===== config.mk =====
export PLATFORM = sky130hd
export DESIGN_NAME = stmr_top
export DESIGN_NICKNAME = d
export VERILOG_FILES = /design/src/logic/stmr_pkg.sv /design/src/logic/stmr_clk_if.sv /design/src/logic/stmr_pin_sync.sv /design/src/logic/stmr_clock_select.sv /design/src/logic/stmr_top.sv
export SDC_FILE = /design/constraint.sdc
export NUM_CORES = 1
export LEC_CHECK = 0
export CAP_MARGIN = 20
export CORE_MARGIN = 4
export CORE_UTILIZATION = 44
export CTS_BUF_LIST = sky130_fd_sc_hd__clkbuf_8
export CTS_CLUSTER_DIAMETER = 30
export DETAILED_ROUTE_END_ITERATION = 12
export DONT_BUFFER_PORTS = 1
export GPL_ROUTABILITY_DRIVEN = 0
export PLACE_DENSITY = 0.56
export SLEW_MARGIN = 25
export SYNTH_ARGS = -nofsm -noshare
export SYNTH_HDL_FRONTEND = slang
export SYNTH_SLANG_ARGS = --single-unit

===== constraint.sdc =====
create_clock -name core_clk -period 3.8 [get_ports core_clk]
set_input_delay 0.38 -clock core_clk [delete_from_list [all_inputs] [get_ports core_clk]]
set_output_delay 0.38 -clock core_clk [all_outputs]
set_load 0.05 [all_outputs]

===== src/logic/stmr_pkg.sv =====
package stmr_pkg;

  // ----------------------------------------------------------------
  // Widths
  // ----------------------------------------------------------------
  localparam int BUS_W      = 32;
  localparam int BYTE_W     = 8;
  localparam int CNT_W      = 16;
  localparam int OFS_W      = 8;
  localparam int PRESCALE_W = 6;
  localparam int PIN_COUNT  = 3;

  // ----------------------------------------------------------------
  // Register byte addresses
  // ----------------------------------------------------------------
  localparam logic [OFS_W-1:0] OFS_RUN_CLOCK   = 8'h00;
  localparam logic [OFS_W-1:0] OFS_MODE_OUTPUT = 8'h04;
  localparam logic [OFS_W-1:0] OFS_COUNT_LOW   = 8'h08;
  localparam logic [OFS_W-1:0] OFS_COUNT_HIGH  = 8'h0c;
  localparam logic [OFS_W-1:0] OFS_MATCH_LOW   = 8'h10;
  localparam logic [OFS_W-1:0] OFS_MATCH_HIGH  = 8'h14;
  localparam logic [OFS_W-1:0] OFS_PERIOD      = 8'h18;

  // ----------------------------------------------------------------
  // Field positions and reset values
  // ----------------------------------------------------------------
  localparam int PAUSE_BIT     = 7;
  localparam int CLKSEL_MSB    = 6;
  localparam int CLKSEL_LSB    = 4;
  localparam int RUN_BIT       = 3;
  localparam int MODE_MSB      = 7;
  localparam int MODE_LSB      = 6;
  localparam int PINFN_MSB     = 5;
  localparam int PINFN_LSB     = 4;
  localparam int OUTCTL_BIT    = 3;
  localparam int POLARITY_BIT  = 2;
  localparam int SWAP_BIT      = 1;
  localparam int CLRSEL_BIT    = 0;
  localparam logic [BYTE_W-1:0] CTRL_RESET  = 8'h00;
  localparam logic [BYTE_W-1:0] BYTE_RESET  = 8'h00;
  localparam logic [CNT_W-1:0]  COUNT_RESET = 16'h0000;
  localparam logic [CNT_W-1:0]  COUNT_MAX   = 16'hffff;

  // ----------------------------------------------------------------
  // Field encodings
  // ----------------------------------------------------------------
  localparam logic [1:0] MODE_COMPARE = 2'h0;
  localparam logic [1:0] MODE_CAPTURE = 2'h1;
  localparam logic [1:0] MODE_PWM     = 2'h2;
  localparam logic [1:0] MODE_TIMER   = 2'h3;
  localparam logic [1:0] PF_HOLD      = 2'h0;
  localparam logic [1:0] PF_LOW       = 2'h1;
  localparam logic [1:0] PF_HIGH      = 2'h2;
  localparam logic [1:0] PF_TOGGLE    = 2'h3;
  localparam logic [1:0] PF_INACTIVE  = 2'h0;
  localparam logic [1:0] PF_ACTIVE    = 2'h1;
  localparam logic [1:0] PF_WAVE      = 2'h2;
  localparam logic [1:0] PF_SINGLE    = 2'h3;
  localparam logic [1:0] CAP_RISE     = 2'h0;
  localparam logic [1:0] CAP_FALL     = 2'h1;
  localparam logic [1:0] CAP_BOTH     = 2'h2;
  localparam logic [2:0] CK_SYS_DIV4  = 3'h0;
  localparam logic [2:0] CK_SYS       = 3'h1;
  localparam logic [2:0] CK_HI_DIV16  = 3'h2;
  localparam logic [2:0] CK_HI_DIV64  = 3'h3;
  localparam logic [2:0] CK_SUB_A     = 3'h4;
  localparam logic [2:0] CK_SUB_B     = 3'h5;
  localparam logic [2:0] CK_EXT_RISE  = 3'h6;
  localparam logic [2:0] CK_EXT_FALL  = 3'h7;

  // ----------------------------------------------------------------
  // Prescaler masks, pin indices, bus codes
  // ----------------------------------------------------------------
  localparam logic [PRESCALE_W-1:0] DIV4_MASK  = 6'h03;
  localparam logic [PRESCALE_W-1:0] DIV16_MASK = 6'h0f;
  localparam logic [PRESCALE_W-1:0] DIV64_MASK = 6'h3f;
  localparam int PIN_EXT = 0;
  localparam int PIN_CAP = 1;
  localparam int PIN_SUB = 2;
  localparam logic [1:0] HTRANS_NONSEQ = 2'h2;
  localparam logic [1:0] HTRANS_SEQ    = 2'h3;
  localparam logic       HRESP_OKAY    = 1'h0;

endpackage : stmr_pkg


===== src/logic/stmr_clk_if.sv =====
`timescale 1ns/1ps
interface stmr_clk_if;
  logic [2:0] clkSel;
  logic       runEnable;
  logic       extRise;
  logic       extFall;
  logic       subRise;
  logic       countTick;

  // Timer core drives the selection, source answers with ticks
  modport core (output clkSel, output runEnable, output extRise, output extFall,
                output subRise, input countTick);
  modport src  (input clkSel, input runEnable, input extRise, input extFall,
                input subRise, output countTick);
endinterface : stmr_clk_if


===== src/logic/stmr_pin_sync.sv =====
`timescale 1ns/1ps
module stmr_pin_sync #(
  parameter int WIDTH = 3
) (
  // Clock and reset
  input  wire logic             core_clk,
  input  wire logic             sys_rst,
  // Raw pins and their edges
  input  wire logic [WIDTH-1:0] pinIn,
  output logic      [WIDTH-1:0] pinRise,
  output logic      [WIDTH-1:0] pinFall
);
  logic [WIDTH-1:0] syncFirst;
  logic [WIDTH-1:0] syncSecond;
  logic [WIDTH-1:0] syncPrev;

  // Two-stage synchroniser plus one history stage
  always_ff @(posedge core_clk or posedge sys_rst) begin
    if (sys_rst) begin
      syncFirst  <= '0;
      syncSecond <= '0;
      syncPrev   <= '0;
    end else begin
      syncFirst  <= pinIn;
      syncSecond <= syncFirst;
      syncPrev   <= syncSecond;
    end
  end

  // Edges seen only past the second stage
  assign pinRise = syncSecond & ~syncPrev;
  assign pinFall = ~syncSecond & syncPrev;
endmodule : stmr_pin_sync


===== src/logic/stmr_clock_select.sv =====
`timescale 1ns/1ps
module stmr_clock_select (
  // Clock and reset
  input  wire logic core_clk,
  input  wire logic sys_rst,
  // Tick selection
  stmr_clk_if.src   clk
);
  import stmr_pkg::*;

  logic [PRESCALE_W-1:0] prescale;

  function automatic logic wrapAt(input logic [PRESCALE_W-1:0] value,
                                  input logic [PRESCALE_W-1:0] mask);
    wrapAt = ((value & mask) == mask);
  endfunction : wrapAt

  // Free prescaler, held at zero while powered down
  always_ff @(posedge core_clk or posedge sys_rst) begin
    if (sys_rst) begin
      prescale <= '0;
    end else if (!clk.runEnable) begin
      prescale <= '0;
    end else begin
      prescale <= prescale + 6'h01;
    end
  end

  // Source selection
  always_comb begin
    unique case (clk.clkSel)
      CK_SYS_DIV4: clk.countTick = wrapAt(prescale, DIV4_MASK);
      CK_SYS:      clk.countTick = 1'b1;
      CK_HI_DIV16: clk.countTick = wrapAt(prescale, DIV16_MASK);
      CK_HI_DIV64: clk.countTick = wrapAt(prescale, DIV64_MASK);
      CK_SUB_A:    clk.countTick = clk.subRise;
      CK_SUB_B:    clk.countTick = clk.subRise;
      CK_EXT_RISE: clk.countTick = clk.extRise;
      CK_EXT_FALL: clk.countTick = clk.extFall;
    endcase
  end
endmodule : stmr_clock_select


===== src/logic/stmr_top.sv =====
// Operation
// - 16-bit up-counter advancing on each tick of the selected clock source.
// - Period byte compares top counter byte; match A compares all sixteen bits.
// - Software cannot write the counter; software clears it only by a run-enable rise.
// - Overflow or selected comparator match clears counter and raises its flag.
// - Counter is a read-only byte pair; match A read/write pair; period one byte.
// - Pause freezes the counter; clearing pause resumes from held value.
// - Three-bit clock select picks divided system, sub, or external pin edges.
// - Run-enable set runs the counter; clear stops it and powers down.
// - Run-enable rise zeroes the counter; fall holds its value.
// - Run-enable rise returns output pin to the output-control level.
// - Low three bits of the run/clock register read as zero.
// - Mode: 00 compare, 01 capture, 10 PWM/single pulse, 11 timer.
// - Output pin level is not meaningful in timer/counter mode.
// - Compare mode pin function on match A: hold, low, high, toggle.
// - PWM pin function: inactive, active, waveform, single pulse.
// - Three input pins, external clock, capture and sub clock; two driven output pins.
// - In compare and timer modes, clear select 1 clears on match A, 0 on period match or overflow.
// - Output control gives compare initial level, or PWM active level.
// - Polarity bit inverts the output pin, except in timer mode.
// - Period 1..255 matches every value times 256 ticks; 0 overflows at 65536.
//
// Register access over AHB-Lite and the placing of the registers were left to the implementer.
`timescale 1ns/1ps
module stmr_top (
  // Clock and reset
  input  wire logic                        core_clk,
  input  wire logic                        sys_rst,
  // AHB-Lite slave
  input  wire logic                        hsel,
  input  wire logic [stmr_pkg::BUS_W-1:0]  haddr,
  input  wire logic [1:0]                  htrans,
  input  wire logic                        hwrite,
  input  wire logic [2:0]                  hsize,
  input  wire logic [stmr_pkg::BUS_W-1:0]  hwdata,
  input  wire logic                        hready,
  output logic      [stmr_pkg::BUS_W-1:0]  hrdata,
  output logic                             hreadyout,
  output logic                             hresp,
  // Timer pins
  input  wire logic                        externalClockPin,
  input  wire logic                        capturePin,
  input  wire logic                        subClockPin,
  output logic                             timerOutputPin,
  output logic                             timerOutputPinInv,
  // Match events
  output logic                             matchAFlag,
  output logic                             periodMatchFlag
);
  import stmr_pkg::*;

  // ----------------------------------------------------------------
  // Declarations
  // ----------------------------------------------------------------
  logic                   phaseWrite;
  logic [OFS_W-1:0]       phaseAddr;
  logic                   writeStrobe;
  logic [BYTE_W-1:0]      writeByte;
  logic [BYTE_W-1:0]      readByte;
  logic                   pauseBit;
  logic [2:0]             clockSelect;
  logic                   runEnable;
  logic                   runPrev;
  logic                   runRise;
  logic [BYTE_W-1:0]      modeControl;
  logic [1:0]             modeField;
  logic [1:0]             pinFunction;
  logic                   outputControl;
  logic                   polarityBit;
  logic                   swapBit;
  logic                   clearSelect;
  logic [CNT_W-1:0]       matchAValue;
  logic [BYTE_W-1:0]      periodValue;
  logic [CNT_W-1:0]       count;
  logic [CNT_W-1:0]       countInc;
  logic                   counting;
  logic                   matchAHit;
  logic                   periodHit;
  logic                   overflowHit;
  logic                   clearOnMatchA;
  logic                   counterClear;
  logic                   captureEdge;
  logic                   captureNow;
  logic                   matchAEvent;
  logic                   periodEvent;
  logic                   compareLevel;
  logic                   pulseOn;
  logic                   pwmActive;
  logic                   next_pinLevel;
  logic [PIN_COUNT-1:0]   pinRise;
  logic [PIN_COUNT-1:0]   pinFall;

  stmr_clk_if clkIf ();

  // ----------------------------------------------------------------
  // Pin synchronisers and tick source
  // ----------------------------------------------------------------
  stmr_pin_sync #(
    .WIDTH   (PIN_COUNT)
  ) u_pin_sync (
    .core_clk (core_clk),
    .sys_rst  (sys_rst),
    .pinIn    ({subClockPin, capturePin, externalClockPin}),
    .pinRise  (pinRise),
    .pinFall  (pinFall)
  );

  // Feed the selection and pin edges to the tick source
  assign clkIf.clkSel    = clockSelect;
  assign clkIf.runEnable = runEnable;
  assign clkIf.extRise   = pinRise[PIN_EXT];
  assign clkIf.extFall   = pinFall[PIN_EXT];
  assign clkIf.subRise   = pinRise[PIN_SUB];

  stmr_clock_select u_clock_select (
    .core_clk (core_clk),
    .sys_rst  (sys_rst),
    .clk      (clkIf.src)
  );

  // ----------------------------------------------------------------
  // AHB-Lite slave, one wait state per transfer
  // ----------------------------------------------------------------
  // Address phase taken while ready, data phase stalls one cycle
  always_ff @(posedge core_clk or posedge sys_rst) begin
    if (sys_rst) begin
      hreadyout  <= 1'b1;
      phaseWrite <= 1'b0;
      phaseAddr  <= '0;
      hrdata     <= '0;
    end else if (hreadyout) begin
      if (hsel && hready && (htrans == HTRANS_NONSEQ || htrans == HTRANS_SEQ)) begin
        hreadyout  <= 1'b0;
        phaseWrite <= hwrite;
        phaseAddr  <= haddr[OFS_W-1:0];
      end
    end else begin
      hreadyout <= 1'b1;
      hrdata    <= phaseWrite ? '0 : {{(BUS_W-BYTE_W){1'b0}}, readByte};
    end
  end

  assign hresp       = HRESP_OKAY;
  assign writeStrobe = !hreadyout && phaseWrite;
  assign writeByte   = hwdata[BYTE_W-1:0];

  // Read decode, unmapped addresses read zero
  always_comb begin
    unique case (phaseAddr)
      OFS_RUN_CLOCK:   readByte = {pauseBit, clockSelect, runEnable, 3'h0};
      OFS_MODE_OUTPUT: readByte = modeControl;
      OFS_COUNT_LOW:   readByte = count[BYTE_W-1:0];
      OFS_COUNT_HIGH:  readByte = count[CNT_W-1:BYTE_W];
      OFS_MATCH_LOW:   readByte = matchAValue[BYTE_W-1:0];
      OFS_MATCH_HIGH:  readByte = matchAValue[CNT_W-1:BYTE_W];
      OFS_PERIOD:      readByte = periodValue;
      default:         readByte = BYTE_RESET;
    endcase
  end

  // ----------------------------------------------------------------
  // Control registers
  // ----------------------------------------------------------------
  // Run, pause and clock select
  always_ff @(posedge core_clk or posedge sys_rst) begin
    if (sys_rst) begin
      pauseBit    <= CTRL_RESET[PAUSE_BIT];
      clockSelect <= CTRL_RESET[CLKSEL_MSB:CLKSEL_LSB];
      runEnable   <= CTRL_RESET[RUN_BIT];
    end else if (writeStrobe && phaseAddr == OFS_RUN_CLOCK) begin
      pauseBit    <= writeByte[PAUSE_BIT];
      clockSelect <= writeByte[CLKSEL_MSB:CLKSEL_LSB];
      runEnable   <= writeByte[RUN_BIT];
    end
  end

  // Mode and output control
  always_ff @(posedge core_clk or posedge sys_rst) begin
    if (sys_rst) begin
      modeControl <= CTRL_RESET;
    end else if (writeStrobe && phaseAddr == OFS_MODE_OUTPUT) begin
      modeControl <= writeByte;
    end
  end

  assign modeField     = modeControl[MODE_MSB:MODE_LSB];
  assign pinFunction   = modeControl[PINFN_MSB:PINFN_LSB];
  assign outputControl = modeControl[OUTCTL_BIT];
  assign polarityBit   = modeControl[POLARITY_BIT];
  assign swapBit       = modeControl[SWAP_BIT];
  assign clearSelect   = modeControl[CLRSEL_BIT];

  // Match A pair, loaded by software or by a capture
  always_ff @(posedge core_clk or posedge sys_rst) begin
    if (sys_rst) begin
      matchAValue <= COUNT_RESET;
    end else if (captureNow) begin
      matchAValue <= count;
    end else if (writeStrobe && phaseAddr == OFS_MATCH_LOW) begin
      matchAValue[BYTE_W-1:0] <= writeByte;
    end else if (writeStrobe && phaseAddr == OFS_MATCH_HIGH) begin
      matchAValue[CNT_W-1:BYTE_W] <= writeByte;
    end
  end

  // Period byte
  always_ff @(posedge core_clk or posedge sys_rst) begin
    if (sys_rst) begin
      periodValue <= BYTE_RESET;
    end else if (writeStrobe && phaseAddr == OFS_PERIOD) begin
      periodValue <= writeByte;
    end
  end

  // ----------------------------------------------------------------
  // Counter and comparators
  // ----------------------------------------------------------------
  // Run-enable history for the rising edge
  always_ff @(posedge core_clk or posedge sys_rst) begin
    if (sys_rst) begin
      runPrev <= 1'b0;
    end else begin
      runPrev <= runEnable;
    end
  end

  assign runRise     = runEnable && !runPrev;
  assign counting    = runEnable && !pauseBit && clkIf.countTick;
  assign countInc    = count + 16'h0001;
  assign matchAHit   = counting && (countInc == matchAValue)
                       && (matchAValue != COUNT_RESET) && (modeField != MODE_CAPTURE);
  assign periodHit   = counting && (periodValue != BYTE_RESET)
                       && (countInc[CNT_W-1:BYTE_W] == periodValue)
                       && (countInc[BYTE_W-1:0] == BYTE_RESET);
  assign overflowHit = counting && (count == COUNT_MAX) && (periodValue == BYTE_RESET);

  // Clear source per mode
  always_comb begin
    unique case (modeField)
      MODE_COMPARE: clearOnMatchA = clearSelect;
      MODE_TIMER:   clearOnMatchA = clearSelect;
      MODE_PWM:     clearOnMatchA = swapBit;
      MODE_CAPTURE: clearOnMatchA = 1'b0;
    endcase
  end

  assign counterClear = clearOnMatchA ? matchAHit : (periodHit || overflowHit);

  // Counter, only cleared by run rise, match or overflow
  always_ff @(posedge core_clk or posedge sys_rst) begin
    if (sys_rst) begin
      count <= COUNT_RESET;
    end else if (runRise) begin
      count <= COUNT_RESET;
    end else if (counting) begin
      count <= counterClear ? COUNT_RESET : countInc;
    end
  end

  // ----------------------------------------------------------------
  // Capture and match events
  // ----------------------------------------------------------------
  // Capture edge per pin function
  always_comb begin
    unique case (pinFunction)
      CAP_RISE: captureEdge = pinRise[PIN_CAP];
      CAP_FALL: captureEdge = pinFall[PIN_CAP];
      CAP_BOTH: captureEdge = pinRise[PIN_CAP] || pinFall[PIN_CAP];
      default:  captureEdge = 1'b0;
    endcase
  end

  assign captureNow  = runEnable && (modeField == MODE_CAPTURE) && captureEdge;
  assign matchAEvent = matchAHit || captureNow;
  assign periodEvent = (periodHit || overflowHit)
                       && !(clearSelect && (modeField == MODE_COMPARE
                                            || modeField == MODE_TIMER));

  // Event pulses out
  always_ff @(posedge core_clk or posedge sys_rst) begin
    if (sys_rst) begin
      matchAFlag      <= 1'b0;
      periodMatchFlag <= 1'b0;
    end else begin
      matchAFlag      <= matchAEvent;
      periodMatchFlag <= periodEvent;
    end
  end

  // ----------------------------------------------------------------
  // Output waveform
  // ----------------------------------------------------------------
  // Compare-mode level, reloaded on run rise
  always_ff @(posedge core_clk or posedge sys_rst) begin
    if (sys_rst) begin
      compareLevel <= 1'b0;
    end else if (runRise) begin
      compareLevel <= outputControl;
    end else if (matchAHit && modeField == MODE_COMPARE) begin
      unique case (pinFunction)
        PF_HOLD:   compareLevel <= compareLevel;
        PF_LOW:    compareLevel <= 1'b0;
        PF_HIGH:   compareLevel <= 1'b1;
        PF_TOGGLE: compareLevel <= !compareLevel;
      endcase
    end
  end

  // Single pulse, active from run rise to the next match A
  always_ff @(posedge core_clk or posedge sys_rst) begin
    if (sys_rst) begin
      pulseOn <= 1'b0;
    end else if (runRise) begin
      pulseOn <= 1'b1;
    end else if (matchAHit) begin
      pulseOn <= 1'b0;
    end
  end

  // Duty window, values 100% when duty reaches the period
  assign pwmActive = swapBit ? (count < {periodValue, BYTE_RESET})
                             : (count < matchAValue);

  // Pin level with polarity applied
  always_comb begin
    next_pinLevel = 1'b0;
    unique case (modeField)
      MODE_COMPARE: next_pinLevel = compareLevel ^ polarityBit;
      MODE_PWM: begin
        unique case (pinFunction)
          PF_INACTIVE: next_pinLevel = !outputControl;
          PF_ACTIVE:   next_pinLevel = outputControl;
          PF_WAVE:     next_pinLevel = pwmActive ? outputControl : !outputControl;
          PF_SINGLE:   next_pinLevel = pulseOn ? outputControl : !outputControl;
        endcase
        next_pinLevel = next_pinLevel ^ polarityBit;
      end
      MODE_CAPTURE: next_pinLevel = polarityBit;
      MODE_TIMER:   next_pinLevel = 1'b0;
    endcase
  end

  // Registered output pins
  always_ff @(posedge core_clk or posedge sys_rst) begin
    if (sys_rst) begin
      timerOutputPin    <= 1'b0;
      timerOutputPinInv <= 1'b1;
    end else begin
      timerOutputPin    <= next_pinLevel;
      timerOutputPinInv <= !next_pinLevel;
    end
  end

  // hsize is accepted but only byte lane 0 is stored
  logic unusedSize;
  assign unusedSize = ^hsize;

endmodule : stmr_top


# After elaboration in Yosys (flattened, before gate mapping)
# Cells that the tools add are included.
# word_totals
register_bits	117
inputBits	77
out_inout_bits	38
elab_cells	144
# op_classes
addsub	2
n_lt_le_gt_ge	2
n_eq_ne	30
n_mux	27
bitwise_logic	6
n_reduce_logical	54
# op_table
cell	count
$mux 16	4
$pmux 8 s7	1
$lt 16x16->1	2
$mux 8	4
$eq 8x5->1 const B	3
$logic_and 1x1->1	24
$logic_not 8->1	3
$add 16x1->16 const B	1
$eq 16x16->1	1
$eq 16x16->1 const B	1
$eq 8x4->1 const B	2
$reduce_bool 16->1	1
$eq 2x2->1 const B	7
$eq 3x3->1 const B	4
$mux 1	11
$reduce_bool 2->1	5
$pmux 1 s3	3
$eq 8x3->1 const B	1
$eq 8x8->1	1
$pmux 1 s4	2
$reduce_bool 8->1	1
$logic_not 1->1	7
$pmux 1 s7	1
$add 6x1->6 const B	1
18 further kinds	30

# Longest topological paths before layout
# Gate-level depths: netlist (run 1).
# depth
ltp_word	12
mapped_depth	13
mapped_depth_nobuf	10

# Cells and area by module
# Synthesis (run 1) repeated with hierarchy kept, for this count alone.
# hier_totals
hier_cells	712
area_unflattened_um2	6501.2
# by_module_without_submodules
mod	instances	cells_per_inst	area_per_inst_um2	seq_area_each_um2
stmr_top	1	662	5895.7	1954.4
stmr_clock_select	1	34	324.1	150.1
stmr_pin_sync	1	16	281.5	225.2

# Worst setup path after synthesis (run 1)
# Ideal clock, no wire load.
# synth_path
path_kind	register -> register
startpoint	register count[0]
endpoint	register count[1]
setup_time_ns	0.122
t_arrival_ns	2.813
required_ns	3.678
setup_slack_ns	0.865
path_stages_with_launch	13
n_path_buf	3
period_less_slack_ns	2.935
cell_sequence	dfrtp_1 -> ha_1 -> buf_2 -> and4_1 -> buf_4 -> and3_4 -> and3_1 -> buf_6 -> xnor2_2 -> a2111oi_4 -> a21oi_2 -> mux2_4 -> a32o_1
# synth_between
elab_chain_len	9
word_cells_on_any_way	17
cone_classes	add/sub: 1; eq/ne: 3; mux: 4; reduce/logical: 9
# synth_lines
item	line_no	text
start, declared	stmr_top.sv:74	logic [CNT_W-1:0] count;
start signal, assigned	stmr_top.sv:256	count <= counterClear ? COUNT_RESET : countInc;
$add 16x1->16	stmr_top.sv:229	assign countInc = count + 16'h0001;
$eq 16x16->1 or $eq 8x8->1 (tied branches)	stmr_top.sv:230, stmr_top.sv:233	
$logic_and 1x1->1 (on tied branches)	stmr_top.sv:230, stmr_top.sv:233	
$logic_and 1x1->1 (on tied branches)	stmr_top.sv:231, stmr_top.sv:234	
$logic_and 1x1->1 or $logic_or 1x1->1 (tied branches)	stmr_top.sv:231, stmr_top.sv:247	
$mux 1	stmr_top.sv:247	assign counterClear = clearOnMatchA ? matchAHit : (periodHit || overflowHit);
$mux 16 *	stmr_top.sv:256	
$mux 16 *	stmr_top.sv:255	end else if (counting) begin
$mux 16 *	stmr_top.sv:253	end else if (runRise) begin
# Every way passes the cells marked *; elsewhere a longest branch is shown, timed or not. The select of a mux whose other input is x is not followed.
# A chain may end at the register's enable or synchronous reset.

# Worst setup path after layout (run 1)
# layout_path
startpoint	register count[4]
endpoint	register count[14]
# Same word-level chain as after synthesis.

==> results.ini, run 1 <==
[outcome]
status=finished, violations left
violations=hold timing

[floorplanning]
die_area_mm2=0.0176
pin_count=115
start_util_pct=44.9
dieHeight_um=133
die_w_um=133
core_mm2=0.0153
std_cell_rows=45

[pwr]
pwr-share-clk_pct=26.5
peakVddDrop_uv=263
power.net_switching_uw=895
pwr-share-comb_pct=22.3
internal_power_mw=1.57
p_leak_nw=3.04
p_sw_share_pct=36.3
total_power_mw=2.47
p_seq_share_pct=51.1
power_density_mw_per_mm2=342

[place]
portBuffers=0
dp_hpwl_um=14700

[min_path]
hold_class=primary input to asynchronous set/reset pin

[cts]
cts_setup_buffers=0
cts_tree=built
root_buffer=clkbuf_8
cts_buffers=9
htreeDepth=3
cts_num_sinks=93
clkSlewWorstSetupHoldPaths_ns=0.11
insertion_delay_ns=0.38
clockBufferDepth=2

[worst_setup_path]
rr_worst_depth=9
cp-endpoint=count[14]
cp_cell_sequence=and4_1, nand4_2, o211ai_1, o221ai_1, nor4_4, buf_4, nand2_8, a221oi_2, nor2_1
cp-end-kind=register
path_class=register to register
worstPathArrival_ns=3.73
r2r-start=count[4]
path_max_fanout=15
r2r_setup_slack_ns=0.34
cp-startpoint=count[4]
worstSetupStartpointType=register
cp_slowest_stage_delay_ns=0.69
cpMaxStageDelayCell=dfrtp_1
required_ns=4.07
r2r_end=count[14]

[logic_synthesis]
ys_top_cells_by_count=dfrtp_1, nand2_1, nor3_1
yosysMostFrequentCell=dfrtp_1
syn_avg_cell_area_um2=9.43
post-synth-top-area-fraction_pct=33.2
ys_types=78
syn_inst=727
ys_seq_elements=93
synth_edf_count=0
async_reset_ff_share_pct=100
synth_area_mm2=0.00686
synth_top_flop_cell=dfrtp_1
ys_top_cells_by_area=dfrtp_1, ha_1, mux2_2, buf_4, nand2_1
synth_seq_area_share_pct=34.0
yosysTopAreaCell=dfrtp_1
yosys_warnings=0

[final_layout]
diodes=0
fin_util_pct=47.2
syn_to_final_growth_pct=5.15
drive_above_1_share_pct=15.5
finalNetCount=825

[routing]
drt_pre_antenna_iters=5
drc_errors=0
num_vias=5919
finalWirelength_um=20800
vias_per_cell=6.35
drt_iter0_markers=610
routedWlPerCell_um=22.3
ant_nets=0

[timing]
finalSetupViolCount=0
fin_skew_ns=0.0127
max_slew_margin_pct=45.8
hold_slack_ns=-0.00427
finalMaxSlewViolations=0
grt_setup_unrepaired=no
worst_pin_slew_ns=0.807
finalHoldViolCount=8
min_period_over_period_pct=91.1
setup_tns_ns=0
max_freq_mhz=289
post-route-min-period_ns=3.46

[global_routing]
grt.total_usage_pct=23.7
grt.overflow.total=0
grt_pass1_vias=5767
grt_pass1_wl_um=33100
grt_start_max_net_pins=81
antenna_found_initial=0

[job]
max-cap-violations=0

-- placed cells by master (no fill, tap or decap), drive strengths merged, types with 24 or more instances in the layout --
| master | count |
|---|---|
| a21oi | 24 |
| buf | 28 |
| inv | 39 |
| mux2 | 32 |
| ha | 31 |
| o21ai | 30 |
| nor3 | 39 |
| nand2 | 54 |
| nor2 | 28 |
| conb | 25 |
| dfrtp | 91 |
| nand3 | 28 |
-- layout make-up --
type	instances	area (µm²)
timing repair buffer	31	253
multi-input combinational	545	4040
tap	211	264
sequential	93	2330
fill	1453	8050
clock buffer	10	138
inverter	37	144
clock inverter	5	45.0
-- what timing repair did --
item / 4_1_cts / 5_1_grt
hold endpoints to repair: 0 / 3
hold buffers: 0 / 3
resized for setup: 0 / 0
-- sequential cells by signal (all words and copies together), names as in the netlist, 3 cells and up --
name / flops
clkIf.clkSel: 3
count: 16
hrdata: 8
matchAValue: 16
modeControl: 8
periodValue: 8
phaseAddr: 8
u_clock_select.prescale: 6
u_pin_sync.syncFirst: 3
u_pin_sync.syncPrev: 3
u_pin_sync.syncSecond: 3
-- how the worst min path moves through the flow --
stage | startpoint | slack [ns] | depth (start not counted) | endpoint
detailed placement | u_pin_sync.syncFirst[0] | 0.34 | 0 | u_pin_sync.syncSecond[0]
floorplan | u_pin_sync.syncFirst[0] | 0.33 | 0 | u_pin_sync.syncSecond[0]
CTS | externalClockPin | 0.004 | 0 | u_pin_sync.syncFirst[0]
global route | sys_rst | 0.04 | 1 | clkIf.clkSel[0]
finish | sys_rst | -0.004 | 1 | clkIf.clkSel[1]
global placement | u_pin_sync.syncFirst[1] | 0.34 | 0 | u_pin_sync.syncSecond[1]
-- power by group through the flow --
stage | sequential, mW | clock [mW] | combinational, mW
global placement | 1.27 | 0 | 0.528
floorplan | 1.20 | 0 | 0.477
detailed placement | 1.28 | 0 | 0.545
finish | 1.26 | 0.655 | 0.551
global route | 1.27 | 0.721 | 0.615
CTS | 1.26 | 0.673 | 0.548
-- cells by family after synthesis --
kind of cell,Yosys count,share of synthesized area (%)
AND/OR/NAND/NOR,233,19.3
AO/OA/AOI/OAI,174,19.5
buffers and inverters,113,8.65
flip-flops,93,34.0
multiplexers,51,8.09
adder cells (fa/ha/maj),31,5.66
XOR/XNOR,31,4.67
other,1,0.0547
-- per-layer routing --
layer	GRT usage [%]	vias up	wire, µm
met5	0	-	0
met4	9.93	0	759
met3	5.02	61	1660
met2	36.4	294	9550
met1	32.5	2923	8830
li1	-	2641	-
-- per-stage QoR --
step           worst slack (ns)  hold WS (ns)  instance area [µm²]  instances
2_1_floorplan             0.865         0.331                 6950        751
4_1_cts                   0.386       0.00363                 7170        929
3_5_place_dp              0.398         0.336                 6990        914
6_report                  0.340      -0.00427                 7210        932
3_3_place_gp              0.496         0.337                 6990        914
5_1_grt                   0.212        0.0377                 7210        932
-- worst max-delay path, delay by kind of cell (launching register included) --
kind                   cells  cell delay, ns
flip-flops                 1            0.69
AO/OA/AOI/OAI              3            0.90
buffers and inverters      1            0.32
AND/OR/NAND/NOR            5            1.41
(Power assumes the default switching activity.)
==> inputs of run 2 (changes only) <==
Settings changed: BUFFER_PORTS_ARGS set to -buffer_cell sky130_fd_sc_hd__buf_2, CORE_ASPECT_RATIO set to 0.8, DONT_BUFFER_PORTS 1 to unset, PLACE_DENSITY 0.56 to 0.7.
==> results.ini, run 2 (synthesized netlist as in run 1, its figures left out) <==
[global_routing]
grt.overflow.total=0  ; unchanged
grt.total_usage_pct=22.1  ; was 23.7%
grt_start_max_net_pins=76  ; was 81
grt_pass1_vias=5658  ; was 5767
gr-usage-met2_pct=32.9  ; was 36.4%
met1_usage_pct=31.8  ; was 32.5%
use_met3_pct=5.40  ; was 5.02%
antenna_found_initial=0  ; unchanged
grt_pass1_wl_um=31200  ; was 33100 µm
busiest_layer=met2  ; unchanged

[cts]
cts_buffers=9  ; unchanged
cts_hold_buf=0  ; unchanged
root_buffer=clkbuf_8  ; unchanged
cts_tree=built  ; unchanged
clkSlewWorstSetupHoldPaths_ns=0.11  ; about the same
cts-resized-gates=0  ; unchanged
cts_num_sinks=93  ; unchanged
clockBufferDepth=2  ; unchanged
htreeDepth=3  ; unchanged
cts_setup_buffers=0  ; unchanged
insertion_delay_ns=0.39  ; was 0.38 ns

[timing]
max_freq_mhz=286  ; was 289 MHz
worst_pin_slew_ns=0.974  ; was 0.807 ns
max_slew_margin_pct=34.9  ; was 45.8%
setup_tns_ns=0  ; unchanged
finalHoldViolCount=0  ; was 8
finalSetupViolCount=0  ; unchanged
min_period_over_period_pct=92.1  ; was 91.1%
fin_skew_ns=0.0146  ; was 0.0127 ns
grt_setup_unrepaired=no  ; unchanged
finalWorstSetupSlack_ns=0.301  ; was 0.340 ns
post-route-min-period_ns=3.50  ; was 3.46 ns
finalMaxSlewViolations=0  ; unchanged

[pwr]
p_sw_share_pct=37.0  ; was 36.3%
power.net_switching_uw=924  ; was 895 µW
p_seq_share_pct=49.7  ; was 51.1%
pwr-share-comb_pct=23.7  ; was 22.3%
p_leak_nw=3.20  ; was 3.04 nW
pwr-share-clk_pct=26.6  ; was 26.5%
internal_power_mw=1.57  ; about the same
peakVddDrop_uv=329  ; was 263 µV
power_density_mw_per_mm2=338  ; was 342 mW/mm²

[routing]
routedWlPerCell_um=19.6  ; was 22.3 µm
vias_per_cell=6.06  ; was 6.35
finalWirelength_um=19000  ; was 20800 µm
ant_nets=0  ; unchanged
num_vias=5869  ; was 5919
drt_pre_antenna_iters=7  ; was 5
drc_errors=0  ; unchanged
drt_iter0_markers=690  ; was 610

[final_layout]
diodes=0  ; unchanged
top_regs=count x16, matchAValue x16  ; unchanged
fin_util_pct=48.7  ; was 47.2%
syn_to_final_growth_pct=7.68  ; was 5.15%
instances_no_fill=969  ; was 932
final_area_mm2=0.00738  ; was 0.00721 mm²
layout_common_cells=dfrtp_1, nand2_1, nor3_1, buf_2, inv_1  ; was dfrtp_1, nand2_1, nor3_1
final_common_cell=dfrtp_1  ; unchanged
drive_above_1_share_pct=20.3  ; was 15.5%
finalNetCount=862  ; was 825

[worst_setup_path]
worstSetupStartpointType=register  ; unchanged
path_max_fanout=19  ; was 15
worstPathArrival_ns=3.77  ; was 3.73 ns
r2r_setup_slack_ns=0.30  ; was 0.34 ns
r2r-start=count[0]  ; was count[4]
rr_worst_depth=10  ; was 9
r2r_end=count[9]  ; was count[14]
path_class=register to register  ; unchanged
required_ns=4.07  ; about the same
cp-end-kind=register  ; unchanged
cp-startpoint=count[0]  ; was count[4]

[floorplanning]
dieHeight_um=120  ; was 133 µm
start_util_pct=45.2  ; was 44.9%
die_w_um=148  ; was 133 µm
core_mm2=0.0152  ; was 0.0153 mm²
pin_count=115  ; unchanged
die_area_mm2=0.0177  ; was 0.0176 mm²
std_cell_rows=40  ; was 45

[outcome]
status=finished, final reports clean  ; was finished, violations left

[min_path]
holdPathStages=1
hold_class=primary input to register  ; was primary input to asynchronous set/reset pin
hp-start=subClockPin
whs_endpoint=u_pin_sync.syncFirst[2]

[place]
portBuffers=37  ; was 0
dp_hpwl_um=13800  ; was 14700 µm
dp_cells=953  ; was 914
pre_cts_slack_ns=0.408  ; was 0.398 ns
placed_cell_area_mm2=0.00719  ; was 0.00699 mm²

[job]
max-cap-violations=0  ; unchanged

-- run 2: changes by cell type in the layout (fill, tap and decap cells not counted), sizes merged --
cell         previous run  this run
buf                    28        68
inv                    39        41
clkinv                  2         1
dlygate4sd3             3         0
clkinvlp                1         2
clkbuf                 10         9
-- run 2: area by class of cell --
class	count	area (µm²)
well taps	210	263
inverters	37	141
clock inverters	7	66.3
fillers	1418	7780
repair buffers	68	418
multi-input cells	545	4040
clock buffers	9	124
flip-flops and latches	93	2330
-- run 2: power by group through the flow --
stage | sequential [mW] | clock [mW] | combinational, mW
3_3_place_gp | 1.25 | 0 | 0.572
3_5_place_dp | 1.25 | 0 | 0.584
2_1_floorplan | 1.20 | 0 | 0.477
5_1_grt | 1.26 | 0.720 | 0.665
4_1_cts | 1.24 | 0.683 | 0.588
6_report | 1.24 | 0.664 | 0.593
-- run 2: worst max-delay path by stage --
stage                 to  slack [ns]  cells after the start
5_1_grt        count[12]        0.12                     10
3_5_place_dp    count[9]        0.41                     10
3_3_place_gp   count[14]        0.40                     10
2_1_floorplan   count[1]        0.87                     12
6_report        count[9]        0.30                     10
4_1_cts         count[9]        0.38                     10
-- run 2: critical path: stages (launching register included) --
cell	delay (ns)
dfrtp_1	0.52
ha_1	0.38
xor2_1	0.19
a2111oi_0	0.52
nand4_1	0.20
or4b_4	0.56
nor4_4	0.23
nand2_1	0.18
buf_4	0.27
a221oi_2	0.28
a31oi_1	0.06
-- run 2: per-layer routing --
layer	vias up	wire length (µm)	share of wire [%]
met3	30	1940	10
met4	0	361	1.9
met2	314	8340	44
met5	-	0	0
li1	2723	-	-
met1	2802	8390	44
-- run 2: metrics by stage --
| step | power, mW | hold WS (ns) |
|---|---|---|
| floorplan | 1.67 | 0.331 |
| global placement | 1.83 | 0.332 |
| detailed placement | 1.84 | 0.337 |
| CTS | 2.51 | 0.0773 |
| global route | 2.64 | 0.0745 |
| finish | 2.50 | 0.0978 |
==> inputs of run 3 (changes only) <==
Settings changed: SYNTH_HIERARCHICAL set to 1.
==> results.ini, run 3 <==
[min_path]
hp-start=externalClockPin  ; was subClockPin
hold_class=primary input to register  ; unchanged

[final_layout]
final_common_cell=dfrtp_1  ; unchanged
diodes=0  ; unchanged
drive_above_1_share_pct=18.6  ; was 20.3%
syn_to_final_growth_pct=9.58  ; was 7.68%
top_regs=count x16, matchAValue x16  ; unchanged
layout_common_cells=dfrtp_1, nand2_1, nor2_1  ; was dfrtp_1, nand2_1, nor3_1, buf_2, inv_1
finalNetCount=858  ; was 862
nFillCells=1329  ; was 1418

[cts]
cts_buffers=9  ; unchanged
clkSlewWorstSetupHoldPaths_ns=0.10  ; was 0.11 ns
cts_tree=built  ; unchanged
clockBufferDepth=2  ; unchanged
htreeDepth=3  ; unchanged
insertion_delay_ns=0.39  ; about the same
root_buffer=clkbuf_8  ; unchanged
cts_num_sinks=93  ; unchanged

[global_routing]
grt.total_usage_pct=24.6  ; was 22.1%
grt.overflow.total=0  ; unchanged
antenna_found_initial=0  ; unchanged
grt_pass1_wl_um=32100  ; was 31200 µm
grt_start_max_net_pins=54  ; was 76
grt_pass1_vias=5897  ; was 5658

[pwr]
pwr-share-comb_pct=20.8  ; was 23.7%
power_density_mw_per_mm2=357  ; was 338 mW/mm²
pwr-share-clk_pct=29.5  ; was 26.6%
power.net_switching_uw=906  ; was 924 µW
p_leak_nw=3.26  ; was 3.20 nW
total_power_mw=2.54  ; was 2.50 mW
internal_power_mw=1.63  ; was 1.57 mW
p_seq_share_pct=49.7  ; about the same
peakVddDrop_uv=241  ; was 329 µV
p_sw_share_pct=35.7  ; was 37.0%

[worst_setup_path]
cp-end-kind=register  ; unchanged
cp-endpoint=count[7]  ; was count[9]
rr_worst_depth=10  ; unchanged
worstPathArrival_ns=3.84  ; was 3.77 ns
r2r_end=count[7]  ; was count[9]
worstSetupStartpointType=register  ; unchanged
path_class=register to register  ; unchanged
r2r-start=count[7]  ; was count[0]
path_max_fanout=14  ; was 19
required_ns=4.04  ; was 4.07 ns
cp-startpoint=count[7]  ; was count[0]
r2r_setup_slack_ns=0.20  ; was 0.30 ns

[floorplanning]
start_util_pct=45.3  ; was 45.2%
std_cell_rows=39  ; was 40
die_w_um=144  ; was 148 µm
die_area_mm2=0.0168  ; was 0.0177 mm²
dieHeight_um=117  ; was 120 µm
core_mm2=0.0143  ; was 0.0152 mm²
pin_count=115  ; unchanged

[timing]
worst_pin_slew_ns=1.12  ; was 0.974 ns
post-route-min-period_ns=3.60  ; was 3.50 ns
max_freq_mhz=278  ; was 286 MHz
finalMaxSlewViolations=0  ; unchanged
finalSetupViolCount=0  ; unchanged
finalHoldViolCount=0  ; unchanged
min_period_over_period_pct=94.7  ; was 92.1%
max_slew_margin_pct=24.6  ; was 34.9%
setup_tns_ns=0  ; unchanged
hold_slack_ns=0.102  ; was 0.0978 ns
grt_setup_unrepaired=no  ; unchanged
fin_skew_ns=0.0177  ; was 0.0146 ns

[routing]
num_vias=6065  ; was 5869
routedWlPerCell_um=21.4  ; was 19.6 µm
finalWirelength_um=20200  ; was 19000 µm
ant_nets=0  ; unchanged
vias_per_cell=6.45  ; was 6.06
drc_errors=0  ; unchanged
drt_pre_antenna_iters=8  ; was 7
drt_iter0_markers=1017  ; was 690

[outcome]
status=finished, final reports clean  ; unchanged

[place]
dp_hpwl_um=14700  ; was 13800 µm
portBuffers=37  ; unchanged

[logic_synthesis]
syn_avg_cell_area_um2=9.13  ; was 9.43 µm²
syn_inst=711  ; was 727
synth_area_mm2=0.00649  ; was 0.00686 mm²
yosys_warnings=6  ; was 0

[job]
max-cap-violations=0  ; unchanged

==> run 3: final cells by class <==
class / instances / area (µm²) / area share [%]
multi-input cells: 547 / 3790 / 53.3
flip-flops and latches: 93 / 2330 / 32.7
repair buffers: 68 / 420 / 5.91
well taps: 184 / 230 / 3.24
clock buffers: 10 / 138 / 1.93
inverters: 33 / 126 / 1.78
clock inverters: 6 / 75.1 / 1.06
==> run 3: how the worst min path moves through the flow <==
stage / end / depth (start not counted) / slack (ns)
floorplan: u_clock_select/prescale[0] / 1 / 0.17
global placement: u_clock_select/prescale[2] / 2 / 0.32
detailed placement: u_clock_select/prescale[0] / 2 / 0.33
CTS: u_pin_sync/syncFirst[0] / 1 / 0.1
global route: u_pin_sync/syncFirst[0] / 1 / 0.08
finish: u_pin_sync/syncFirst[0] / 1 / 0.10
==> run 3: layer usage <==
layer	vias to the layer above	GRT usage [%]	wire length (µm)
li1	2685	-	-
met5	-	0	0
met1	2899	34.1	8280
met4	0	7.84	596
met3	65	9.58	2740
met2	416	35.6	8550
==> run 3: power by group through the flow <==
stage | combinational, mW | clock (mW) | sequential [mW]
2_1_floorplan | 0.419 | 0 | 1.21
3_3_place_gp | 0.490 | 0 | 1.26
3_5_place_dp | 0.517 | 0 | 1.27
4_1_cts | 0.521 | 0.755 | 1.25
5_1_grt | 0.593 | 0.794 | 1.27
6_report | 0.528 | 0.748 | 1.26
==> run 3: per-stage QoR <==
stage / instances / cell area [µm²] / setup slack (ns) / util (%)
after floorplan: 735 / 6580 / 0.604 / -
after global placement: 922 / 6870 / 0.363 / 47.9
after detailed placement: 922 / 6880 / 0.280 / 47.9
after CTS: 939 / 7100 / 0.160 / 49.5
after global routing: 941 / 7110 / 0.0693 / 49.6
final: 941 / 7110 / 0.203 / 49.6
==> run 3: worst max-delay path, cell delays in order, from the launching register on <==
cell,delay (ns)
dfrtp_1,0.72
and4_1,0.49
nand3_1,0.35
mux2i_1,0.30
or4b_4,0.50
nor4_4,0.28
buf_4,0.20
buf_4,0.15
nor3_1,0.05
o31ai_1,0.27
o31ai_1,0.13
==> run 3: timing repair <==
item	CTS	global route
setup buffers	0	2
resized for setup	0	0
hold buffers	1	0
endpoints found under the setup margin	0	3
endpoints found under the hold margin	15	0
